`config.mk`:
```
export PLATFORM = sky130hd
export DESIGN_NAME = frame_mux
export DESIGN_NICKNAME = d
export VERILOG_FILES = /design/src/frame_mux_pkg.sv /design/src/frame_mux.sv
export VERILOG_INCLUDE_DIRS = /design/src
export SDC_FILE = /design/constraint.sdc
export NUM_CORES = 1
export LEC_CHECK = 0
export ABC_AREA = 1
export BUFFER_PORTS_ARGS = -buffer_cell sky130_fd_sc_hd__clkbuf_2
export CORE_MARGIN = 3
export CORE_UTILIZATION = 60
export CTS_CLUSTER_SIZE = 25
export DETAILED_ROUTE_END_ITERATION = 10
export HOLD_SLACK_MARGIN = 0.02
export PLACE_DENSITY = 0.86
export REMOVE_ABC_BUFFERS = 1
export SLEW_MARGIN = 0
export SYNTH_ARGS = -nofsm -noshare
export SYNTH_HDL_FRONTEND = slang
export SYNTH_HIERARCHICAL = 1
export SYNTH_SLANG_ARGS = --single-unit
```
`constraint.sdc`:
```
create_clock -name clk_in -period 7.15 [get_ports clk_in]
set_input_delay 0.3575 -clock clk_in [delete_from_list [all_inputs] [get_ports clk_in]]
set_output_delay 0.3575 -clock clk_in [all_outputs]
set_load 0.005 [all_outputs]
```
`src/frame_mux_params.svh`:
```
/*
  Constants of the E2/E3/G.747 frame multiplexer: set lengths, alignment
  patterns, overhead positions and FIFO shape.
  Assumes it is included by the design file after the type package.
*/
`ifndef FRAME_MUX_PARAMS_SVH
`define FRAME_MUX_PARAMS_SVH

// ----------------------------------------
// Frame shape
// ----------------------------------------
`define E2_SET_BITS  9'd212
`define E3_SET_BITS  9'd384
`define G7_SET_BITS  9'd168
`define E_SET_LAST   3'd3
`define G7_SET_LAST  3'd4
`define E_FAS        10'h3d0
`define G7_FAS       10'h1d0
`define E_FAS_LEN    9'd10
`define G7_FAS_LEN   9'd9
`define E_TRIB_LAST  2'd3
`define G7_TRIB_LAST 2'd2
`define E_CTRL_SET   3'd1
`define G7_CTRL_SET  3'd2
`define G7_OVH_SET   3'd1
`define G7_RAI_POS   9'd0
`define G7_PAR_POS   9'd1
`define G7_RSV_POS   9'd2
`define RSV_VALUE    1'b1
`define STUFF_FILL   1'b0

// ----------------------------------------
// Receive FIFO
// ----------------------------------------
`define FIFO_WIDTH   3
`define FIFO_DEPTH   16

`endif

```
`src/frame_mux_pkg.sv`:
```
/*
  Types of the E2/E3/G.747 frame multiplexer.
  Assumes nothing of its surroundings.
*/
package frame_mux_pkg;
    typedef enum logic [1:0] {
        MODE_E2   = 2'h0,
        MODE_E3   = 2'h1,
        MODE_G747 = 2'h2
    } mode_t;

    typedef enum logic [2:0] {
        SLOT_DATA   = 3'h0,
        SLOT_FAS    = 3'h1,
        SLOT_RAI    = 3'h2,
        SLOT_NAT    = 3'h3,
        SLOT_PARITY = 3'h4,
        SLOT_RSV    = 3'h5,
        SLOT_CTRL   = 3'h6,
        SLOT_STUFF  = 3'h7
    } slot_t;

    typedef enum logic [1:0] {
        RX_HUNT = 2'h0,
        RX_SYNC = 2'h1
    } rx_state_t;
endpackage

```
`src/frame_mux.sv`:
```
/*
  Holds the E2/E3/G.747 frame multiplexer, its demultiplexer and the
  receive tributary FIFO.
  Assumes one clock, bit pace set by the tx_ready_in and rx_valid_in
  handshakes, tributary bits always present, and a static mode.
*/
`timescale 1ns/1ps
`default_nettype none
`include "frame_mux_params.svh"

// ----------------------------------------
// Receive tributary FIFO
// ----------------------------------------
module sync_fifo
#(
    parameter int WIDTH = 3,
    parameter int DEPTH = 16
)
(
    // Clock and reset
    input  wire logic             clk_in,
    input  wire logic             rst_b_in,
    // Fill side
    input  wire logic             in_valid_in,
    output logic                  in_ready_out,
    input  wire logic [WIDTH-1:0] in_data_in,
    // Drain side
    output logic                  out_valid_out,
    input  wire logic             out_ready_in,
    output logic      [WIDTH-1:0] out_data_out
);
    localparam int AW = $clog2(DEPTH);

    logic [WIDTH-1:0] mem [0:DEPTH-1];
    logic [AW:0]      wr_r;
    logic [AW:0]      rd_r;
    logic             full;
    logic             empty;

    assign empty = (wr_r == rd_r);
    assign full = (wr_r[AW] != rd_r[AW]) && (wr_r[AW-1:0] == rd_r[AW-1:0]);
    assign in_ready_out = !full;
    assign out_valid_out = !empty;
    assign out_data_out = mem[rd_r[AW-1:0]];

    always_ff @(posedge clk_in or negedge rst_b_in)
    begin
        if (!rst_b_in)
            wr_r <= '0;
        else if (in_valid_in && !full)
            wr_r <= wr_r + {{AW{1'b0}}, 1'b1};
    end

    always_ff @(posedge clk_in)
    begin
        if (in_valid_in && !full)
            mem[wr_r[AW-1:0]] <= in_data_in;
    end

    always_ff @(posedge clk_in or negedge rst_b_in)
    begin
        if (!rst_b_in)
            rd_r <= '0;
        else if (out_ready_in && !empty)
            rd_r <= rd_r + {{AW{1'b0}}, 1'b1};
    end
endmodule

// ----------------------------------------
// Frame multiplexer and demultiplexer
// ----------------------------------------
module frame_mux
    import frame_mux_pkg::*;
(
    // Clock and reset
    input  wire logic       clk_in,
    input  wire logic       rst_b_in,
    // Configuration
    input  wire logic [1:0] mode_in,
    // Transmit tributaries
    input  wire logic [3:0] trib_bit_in,
    output logic      [3:0] trib_take_out,
    input  wire logic [3:0] stuff_req_in,
    input  wire logic       rai_in,
    input  wire logic       national_bit_in,
    // Transmit aggregate
    output logic            tx_bit_out,
    output logic            tx_valid_out,
    input  wire logic       tx_ready_in,
    output logic            tx_sof_out,
    // Receive aggregate
    input  wire logic       rx_bit_in,
    input  wire logic       rx_valid_in,
    output logic            rx_ready_out,
    // Receive status
    output logic            rx_sync_out,
    output logic            rx_rai_out,
    output logic            national_bit_out,
    output logic            parity_err_out,
    // Receive tributaries
    output logic            rxd_valid_out,
    input  wire logic       rxd_ready_in,
    output logic      [1:0] rxd_trib_out,
    output logic            rxd_bit_out
);
    // ----------------------------------------
    // Frame geometry
    // ----------------------------------------
    function automatic logic [8:0] bit_last(input mode_t m);
        if (m == MODE_G747)
            bit_last = `G7_SET_BITS - 9'd1;
        else if (m == MODE_E3)
            bit_last = `E3_SET_BITS - 9'd1;
        else
            bit_last = `E2_SET_BITS - 9'd1;
    endfunction

    function automatic logic [2:0] set_last(input mode_t m);
        set_last = (m == MODE_G747) ? `G7_SET_LAST : `E_SET_LAST;
    endfunction

    function automatic logic [1:0] trib_last(input mode_t m);
        trib_last = (m == MODE_G747) ? `G7_TRIB_LAST : `E_TRIB_LAST;
    endfunction

    function automatic logic [8:0] fas_len(input mode_t m);
        fas_len = (m == MODE_G747) ? `G7_FAS_LEN : `E_FAS_LEN;
    endfunction

    function automatic logic [2:0] ctrl_set(input mode_t m);
        ctrl_set = (m == MODE_G747) ? `G7_CTRL_SET : `E_CTRL_SET;
    endfunction

    // Tributary of a position; sets are whole rotations
    function automatic logic [1:0] trib_of(input mode_t m, input logic [8:0] b);
        trib_of = (m == MODE_G747) ? 2'(b % 9'd3) : b[1:0];
    endfunction

    function automatic logic maj3(input logic [2:0] c);
        maj3 = (c[0] & c[1]) | (c[0] & c[2]) | (c[1] & c[2]);
    endfunction

    function automatic logic fas_bit(input mode_t m, input logic [8:0] b);
        logic [9:0] p;
        logic [8:0] i;
        p = (m == MODE_G747) ? `G7_FAS : `E_FAS;
        i = fas_len(m) - 9'd1 - b;
        fas_bit = p[i[3:0]];
    endfunction

    // Next position, set in [11:9], bit in [8:0]
    function automatic logic [11:0] next_pos(input mode_t m, input logic [2:0] s,
                                             input logic [8:0] b);
        if (b != bit_last(m))
            next_pos = {s, b + 9'd1};
        else if (s != set_last(m))
            next_pos = {s + 3'd1, 9'h0};
        else
            next_pos = 12'h0;
    endfunction

    function automatic slot_t slot_of(input mode_t m, input logic [2:0] s,
                                      input logic [8:0] b);
        logic [8:0] fl;
        logic [8:0] nt;
        logic       g;
        g = (m == MODE_G747);
        fl = fas_len(m);
        nt = {7'h0, trib_last(m)} + 9'd1;
        slot_of = SLOT_DATA;
        if (s == 3'h0)
        begin
            if (b < fl)
                slot_of = SLOT_FAS;
            else if (!g && b == fl)
                slot_of = SLOT_RAI;
            else if (!g && b == fl + 9'd1)
                slot_of = SLOT_NAT;
        end
        else if (g && s == `G7_OVH_SET)
        begin
            if (b == `G7_RAI_POS)
                slot_of = SLOT_RAI;
            else if (b == `G7_PAR_POS)
                slot_of = SLOT_PARITY;
            else if (b == `G7_RSV_POS)
                slot_of = SLOT_RSV;
        end
        else if (s >= ctrl_set(m))
        begin
            if (b < nt)
                slot_of = SLOT_CTRL;
            else if (s == set_last(m) && b < nt + nt)
                slot_of = SLOT_STUFF;
        end
    endfunction

    // ----------------------------------------
    // Signals
    // ----------------------------------------
    mode_t      mode_r;
    logic       tx_valid_r;
    logic       tx_bit_r;
    logic       tx_sof_r;
    logic [2:0] tx_s_r;
    logic [8:0] tx_b_r;
    logic [3:0] just_r;
    logic       tx_acc_r;
    logic       tributary_parity_bit_r;
    logic       tx_load;
    logic [2:0] tx_ns;
    logic [8:0] tx_nb;
    slot_t      tx_slot;
    logic [1:0] tx_trib;
    logic       tx_data;
    logic       tx_nbit;
    logic       tx_start;

    rx_state_t  rx_state_r;
    logic [2:0] rx_s_r;
    logic [8:0] rx_b_r;
    logic [8:0] sh_r;
    logic [2:0] c_r [0:3];
    logic       rx_rai_r;
    logic       rx_nat_r;
    logic       rx_perr_r;
    logic       rx_acc_r;
    logic       rx_par_r;
    logic       rx_pv_r;
    logic       rx_acc;
    logic [9:0] sh_nxt;
    logic       fas_hit;
    slot_t      rx_slot;
    logic [1:0] rx_trib;
    logic [1:0] rx_ctl;
    logic       rx_sync;
    logic       rx_fas_end;
    logic       rx_push;
    logic       fifo_ready;
    logic [2:0] fifo_out;

    always_ff @(posedge clk_in or negedge rst_b_in)
    begin
        if (!rst_b_in)
            mode_r <= MODE_E2;
        else
            mode_r <= mode_t'(mode_in);
    end

    // ----------------------------------------
    // Transmit framer
    // ----------------------------------------
    always_comb
    begin
        tx_load = !tx_valid_r || tx_ready_in;
        {tx_ns, tx_nb} = tx_valid_r ? next_pos(mode_r, tx_s_r, tx_b_r) : 12'h0;
        tx_start = (tx_ns == 3'h0) && (tx_nb == 9'h0);
        tx_slot = slot_of(mode_r, tx_ns, tx_nb);
        tx_trib = trib_of(mode_r, tx_nb);
        tx_data = (tx_slot == SLOT_DATA) || (tx_slot == SLOT_STUFF && !just_r[tx_trib]);
        case (tx_slot)
            SLOT_FAS:    tx_nbit = fas_bit(mode_r, tx_nb);
            SLOT_RAI:    tx_nbit = rai_in;
            SLOT_NAT:    tx_nbit = national_bit_in;
            SLOT_PARITY: tx_nbit = tributary_parity_bit_r;
            SLOT_RSV:    tx_nbit = `RSV_VALUE;
            SLOT_CTRL:   tx_nbit = just_r[tx_trib];
            SLOT_STUFF:  tx_nbit = just_r[tx_trib] ? `STUFF_FILL : trib_bit_in[tx_trib];
            default:     tx_nbit = trib_bit_in[tx_trib];
        endcase
    end

    assign trib_take_out = (tx_load && tx_data) ? (4'h1 << tx_trib) : 4'h0;
    assign tx_bit_out = tx_bit_r;
    assign tx_valid_out = tx_valid_r;
    assign tx_sof_out = tx_sof_r;

    always_ff @(posedge clk_in or negedge rst_b_in)
    begin
        if (!rst_b_in)
        begin
            tx_valid_r <= 1'b0;
            tx_bit_r <= 1'b0;
            tx_sof_r <= 1'b0;
            tx_s_r <= 3'h0;
            tx_b_r <= 9'h0;
        end
        else if (tx_load)
        begin
            tx_valid_r <= 1'b1;
            tx_bit_r <= tx_nbit;
            tx_sof_r <= tx_start;
            tx_s_r <= tx_ns;
            tx_b_r <= tx_nb;
        end
    end

    // Justification requests and parity, latched per frame
    always_ff @(posedge clk_in or negedge rst_b_in)
    begin
        if (!rst_b_in)
        begin
            just_r <= 4'h0;
            tx_acc_r <= 1'b0;
            tributary_parity_bit_r <= 1'b0;
        end
        else if (tx_load && tx_start)
        begin
            just_r <= stuff_req_in;
            tributary_parity_bit_r <= tx_acc_r;
            tx_acc_r <= 1'b0;
        end
        else if (tx_load && (tx_slot == SLOT_DATA || tx_slot == SLOT_STUFF))
            tx_acc_r <= tx_acc_r ^ tx_nbit;
    end

    // ----------------------------------------
    // Receive framer
    // ----------------------------------------
    always_comb
    begin
        rx_acc = rx_valid_in && fifo_ready;
        sh_nxt = {sh_r, rx_bit_in};
        fas_hit = (mode_r == MODE_G747) ? ({1'b0, sh_nxt[8:0]} == `G7_FAS) : (sh_nxt == `E_FAS);
        rx_slot = slot_of(mode_r, rx_s_r, rx_b_r);
        rx_trib = trib_of(mode_r, rx_b_r);
        rx_ctl = 2'(rx_s_r - ctrl_set(mode_r));
        rx_sync = (rx_state_r == RX_SYNC);
        rx_fas_end = (rx_s_r == 3'h0) && (rx_b_r == fas_len(mode_r) - 9'd1);
        rx_push = rx_acc && rx_sync && ((rx_slot == SLOT_DATA) ||
                  (rx_slot == SLOT_STUFF && !maj3(c_r[rx_trib])));
    end

    assign rx_ready_out = fifo_ready;
    assign rx_sync_out = rx_sync;
    assign rx_rai_out = rx_rai_r;
    assign national_bit_out = rx_nat_r;
    assign parity_err_out = rx_perr_r;

    always_ff @(posedge clk_in or negedge rst_b_in)
    begin
        if (!rst_b_in)
        begin
            rx_state_r <= RX_HUNT;
            rx_s_r <= 3'h0;
            rx_b_r <= 9'h0;
            sh_r <= 9'h0;
        end
        else if (rx_acc)
        begin
            sh_r <= sh_nxt[8:0];
            case (rx_state_r)
                RX_HUNT:
                    if (fas_hit)
                    begin
                        rx_state_r <= RX_SYNC;
                        rx_s_r <= 3'h0;
                        rx_b_r <= fas_len(mode_r);
                    end
                default:
                    if (rx_fas_end && !fas_hit)
                        rx_state_r <= RX_HUNT;
                    else
                        {rx_s_r, rx_b_r} <= next_pos(mode_r, rx_s_r, rx_b_r);
            endcase
        end
    end

    // Overhead capture
    always_ff @(posedge clk_in or negedge rst_b_in)
    begin
        if (!rst_b_in)
        begin
            rx_rai_r <= 1'b0;
            rx_nat_r <= 1'b0;
            for (int i = 0; i < 4; i++)
                c_r[i] <= 3'h0;
        end
        else if (rx_acc && rx_sync)
        begin
            if (rx_slot == SLOT_RAI)
                rx_rai_r <= rx_bit_in;
            if (rx_slot == SLOT_NAT)
                rx_nat_r <= rx_bit_in;
            if (rx_slot == SLOT_CTRL)
                c_r[rx_trib][rx_ctl] <= rx_bit_in;
        end
    end

    // Parity check against the previous frame
    always_ff @(posedge clk_in or negedge rst_b_in)
    begin
        if (!rst_b_in)
        begin
            rx_acc_r <= 1'b0;
            rx_par_r <= 1'b0;
            rx_pv_r <= 1'b0;
            rx_perr_r <= 1'b0;
        end
        else
        begin
            rx_perr_r <= rx_acc && rx_sync && rx_pv_r && rx_slot == SLOT_PARITY &&
                         rx_bit_in != rx_par_r;
            if (!rx_sync)
            begin
                rx_acc_r <= 1'b0;
                rx_pv_r <= 1'b0;
            end
            else if (rx_acc && rx_s_r == 3'h0 && rx_b_r == 9'h0)
            begin
                rx_par_r <= rx_acc_r;
                rx_pv_r <= 1'b1;
                rx_acc_r <= 1'b0;
            end
            else if (rx_acc && (rx_slot == SLOT_DATA || rx_slot == SLOT_STUFF))
                rx_acc_r <= rx_acc_r ^ rx_bit_in;
        end
    end

    sync_fifo #(
        .WIDTH (`FIFO_WIDTH),
        .DEPTH (`FIFO_DEPTH)
    ) u_fifo (
        .clk_in        (clk_in),
        .rst_b_in      (rst_b_in),
        .in_valid_in   (rx_push),
        .in_ready_out  (fifo_ready),
        .in_data_in    ({rx_trib, rx_bit_in}),
        .out_valid_out (rxd_valid_out),
        .out_ready_in  (rxd_ready_in),
        .out_data_out  (fifo_out)
    );

    assign rxd_trib_out = fifo_out[2:1];
    assign rxd_bit_out = fifo_out[0];
endmodule
`default_nettype wire

```
==> results by group <==
Power and ir drop
  • Max VDD drop: 0.000381 V
  • Clock share of power: 19.9%
  • Cell Pwr Density: 432 nW/um^2
  • Seq pwr share: 23.2%
  • Logic pwr share: 56.9%
  • Switch share: 48.1%
  • P_int: 2.30 mW
  • Total power: 4.44 mW
  • Switch Pwr: 2.13 mW
  • Leakage power: 5.09 nW

GRT
  • Global-route wire length before repair: 35.1 mm
  • Number of global-route vias before repair: 7868
  • Largest net degree at the start of global routing: 74
  • GRT Resource Usage Total: 25.9%
  • Initial antenna violation count: 0
  • Grt total ovfl: 0

Timing
  • Setup Viol. Count Final: 0
  • Crit path time final: 6.95 ns
  • Fin crit share: 97.2%
  • Fin. max-slew vios: 0
  • Fmax: 0.144 GHz
  • Setup Skew: 0.00935 ns
  • Worst rel slew slack: 35.9%
  • Fin. Hold Viols: 0
  • Setup TNS: 0 ns
  • Final WS setup: 0.203 ns
  • Slew @ Worst Pin: 0.961 ns

Final layout
  • Layout fillers: 1144
  • Final #Nets: 1370
  • Layout area overhead: 12.7%
  • Post-route insts no fill: 1509
  • Finished Core Util: 69.8%
  • Diodes inserted: 0
  • Ratio of cells with drive above 1 in the final layout: 16.8%

Clock network
  • Root Buffer: clkbuf_16
  • CTS hold repair buffers: 0
  • Htree depth: 4
  • TritonCTS clock tree: yes
  • Clock buffer count from CTS: 17
  • Worst-path clk slew: 0.06 ns
  • Clk sinks: 121
  • Skew-Pair Late Insertion Delay: 0.43 ns
  • Deepest clock path buffer count: 2

Synthesis
  • FF+latch count, synth: 121
  • Mapped Cells: 1262
  • Post-synthesis sequential area ratio: 35.9%
  • Async set or reset register ratio after synthesis: 60.3%
  • Post-Syn Area: 9100 sq um
  • Yosys cell types: 61
  • Leading register cell type out of synthesis: dfrtp_1
  • Yosys top cell area share: 20.1%
  • Yosys warning total: 6
  • Avg Cell Area, Syn: 7.21 sq um
  • EDFF count, synth: 48
  • Biggest area consumer among synthesized cells: dfrtp_1
  • Top cells by area, synth: dfrtp_1 20%, edfxtp_1 16%, nand2_1 15%, inv_1 6.7%, ha_1 5.5%

Die
  • Total Die Area: 16700 sq um
  • I/O pin count: 34
  • Core Footprint: 14700 sq um
  • Die width: 129 um
  • Row cnt: 44
  • Die H: 129 um
  • Initial Util: 61.9%

Routing
  • Final ANT Viol Nets: 0
  • Routed vias: 8622
  • DR iter-0 viols: 975
  • Routed wire per std cell: 14.5 um
  • Remaining DRCs: 0
  • DR pass1 iterations: 6
  • Final wirelength: 21.9 mm
  • Via density: 5.71

Worst setup path
  • CP max stage delay: 0.45 ns
  • CP top delay family: simple AND/OR/NAND/NOR gates
  • Worst setup path end: u_fifo/mem[7][2]$_DFFE_PP_
  • Critical path depth: 54
  • Crit start category: flop
  • Critical Path RT: 7.28 ns
  • FF-to-FF path depth: 54
  • Worst R2R Start: rx_b_r[0]$_DFFE_PN0P_
  • R2r setup slk: 0.20 ns
  • Cell mode on critical path: nand2_1
  • Critical Path Sink Type: flop
  • FF-to-FF End: u_fifo/mem[7][2]$_DFFE_PP_
  • Buf/Inv on CP: 8
  • Crit path launch: rx_b_r[0]$_DFFE_PN0P_
  • Worst path slowest cell: dfrtp_2
  • Crit path DAT: 7.08 ns
  • Crit path max fanout: 13
  • Critical path class: reg -> reg

Placement
  • DP HPWL: 14.5 mm
  • RePlAce Congestion: 0.918
  • Number of I/O port buffers: 33
  • Place WS: 0.126 ns
  • # placed instances: 1468

Run status
  • Outcome: finished clean

Job
  • MaxCap Viol Count: 0

Hold path
  • Worst Hold Class: in -> async
cell usage in the layout (no fill, tap or decap), types with 3 or more instances in the layout:
| cell type | n |
|---|---|
| nor4_1 | 7 |
| nor2_2 | 17 |
| nor2_1 | 106 |
| o31ai_1 | 5 |
| o22ai_1 | 5 |
| clkbuf_2 | 32 |
| xor2_1 | 9 |
| clkinv_4 | 4 |
| nor3_1 | 27 |
| dfrtp_1 | 72 |
| nand2_2 | 23 |
| nand2_4 | 6 |
| o21ai_0 | 69 |
| ha_1 | 38 |
| a21oi_2 | 5 |
| nand4_1 | 27 |
| clkinv_1 | 3 |
| inv_1 | 161 |
| o21ai_2 | 7 |
| mux2i_1 | 3 |
| edfxtp_1 | 48 |
| nand3b_1 | 5 |
| a41oi_1 | 3 |
| o41ai_1 | 3 |
| nand2_1 | 357 |
| clkbuf_1 | 4 |
| xnor2_1 | 6 |
| o21bai_1 | 4 |
| inv_2 | 23 |
| a21oi_1 | 27 |
| o21ai_1 | 17 |
| nor2_4 | 22 |
| nand3_1 | 75 |
| buf_4 | 18 |
| bufinv_16 | 3 |
| clkbuf_16 | 17 |
| nand3_2 | 20 |
timing repair:
action                     4_1_cts  5_1_grt
pin swaps                        0        8
gates cloned                     0        1
buffers inserted                 0        8
gates resized for setup          1       40
setup endpoints to repair       15       57
hold endpoints to repair         0        0
cells in the mapped netlist, drive strengths merged (5+ instances only):
master  count
inv       187
o21ai      93
o31ai       5
ha         40
o21bai      5
a21oi      33
nor3       29
nand2     387
xnor2       6
nand3      96
nor4        7
edfxtp     48
clkbuf      9
buf        11
o22ai       5
xor2        9
dfrtp      73
nand3b      6
nor2      145
nand4      29
worst min path at each step:
stage,start,end,cells after the start
floorplan,rst_b_in,c_r[0]$_DFFE_PN0P_,0
global placement,just_r[2]$_DFFE_PN0P_,just_r[2]$_DFFE_PN0P_,2
detailed placement,just_r[1]$_DFFE_PN0P_,just_r[1]$_DFFE_PN0P_,2
CTS,mode_in[1],mode_r[1]$_DFF_PN0_,1
global route,mode_in[1],mode_r[1]$_DFF_PN0_,1
finish,rst_b_in,tx_bit_out$_DFFE_PN0P_,1
layout make-up:
| class | count | area [sq um] | area share (%) |
|---|---|---|---|
| inverter | 190 | 723 | 7.05 |
| clock buffer | 22 | 454 | 4.43 |
| tap | 184 | 230 | 2.24 |
| multi-input combinational | 932 | 5140 | 50.1 |
| timing repair buffer | 50 | 295 | 2.88 |
| clock inverter | 10 | 145 | 1.41 |
| sequential | 121 | 3270 | 31.9 |
worst reg2reg max path, delay by kind of cell (launching register included):
family / cells / cell delay (ns)
and+or+nand+nor: 37 / 4.15
buffers and inverters: 8 / 0.59
DFF: 1 / 0.45
adders and majority gates: 2 / 0.42
xor gates and xnor gates: 1 / 0.22
AOI/OAI and AO/OA: 6 / 0.85
per-stage QoR:
stage / hold WS [ns] / cell area [sq um]
floorplan: 0.0619 / 8970
global route: 0.0218 / 10300
detailed placement: 0.458 / 9430
CTS: 0.0263 / 10000
finish: 0.0380 / 10300
global placement: 0.455 / 9430
registers in the layout, summed over array words and instances (netlist names), 4 cells and up:
| register | flops |
|---|---|
| sh_r | 9 |
| rx_b_r | 9 |
| u_fifo/mem | 48 |
| tx_b_r | 9 |
| u_fifo/rd_r | 5 |
| c_r | 12 |
| just_r | 4 |
| u_fifo/wr_r | 5 |
per-layer routing:
| metal | GRT usage (%) | routed length (um) | part of all wire, % | vias up |
|---|---|---|---|---|
| met3 | 6.18 | 1670 | 7.6 | 56 |
| met1 | 33.2 | 9270 | 42 | 3976 |
| met2 | 42.8 | 10600 | 48 | 370 |
| met4 | 9.94 | 448 | 2.0 | 0 |
| met5 | 0 | 0 | 0 | - |
| li1 | - | - | - | 4220 |
power by group through the flow:
stage	Combinational [mW]	Clock (mW)	Sequential (mW)
finish	2.52	0.885	1.03
global route	2.80	0.926	1.05
CTS	2.20	0.889	1.02
detailed placement	2.14	0	1.03
global placement	2.08	0	1.03
floorplan	1.67	0	1.03
kinds of logic after synthesis:
family          synth area share (%)
compound gates                  10.9
xor+xnor                        1.44
fa+ha+maj                       5.50
buf+inv                         9.37
flops                           35.9
mux                            0.330
other cells                   0.0412
simple gates                    36.6
Power figures use the tool's default switching activity.
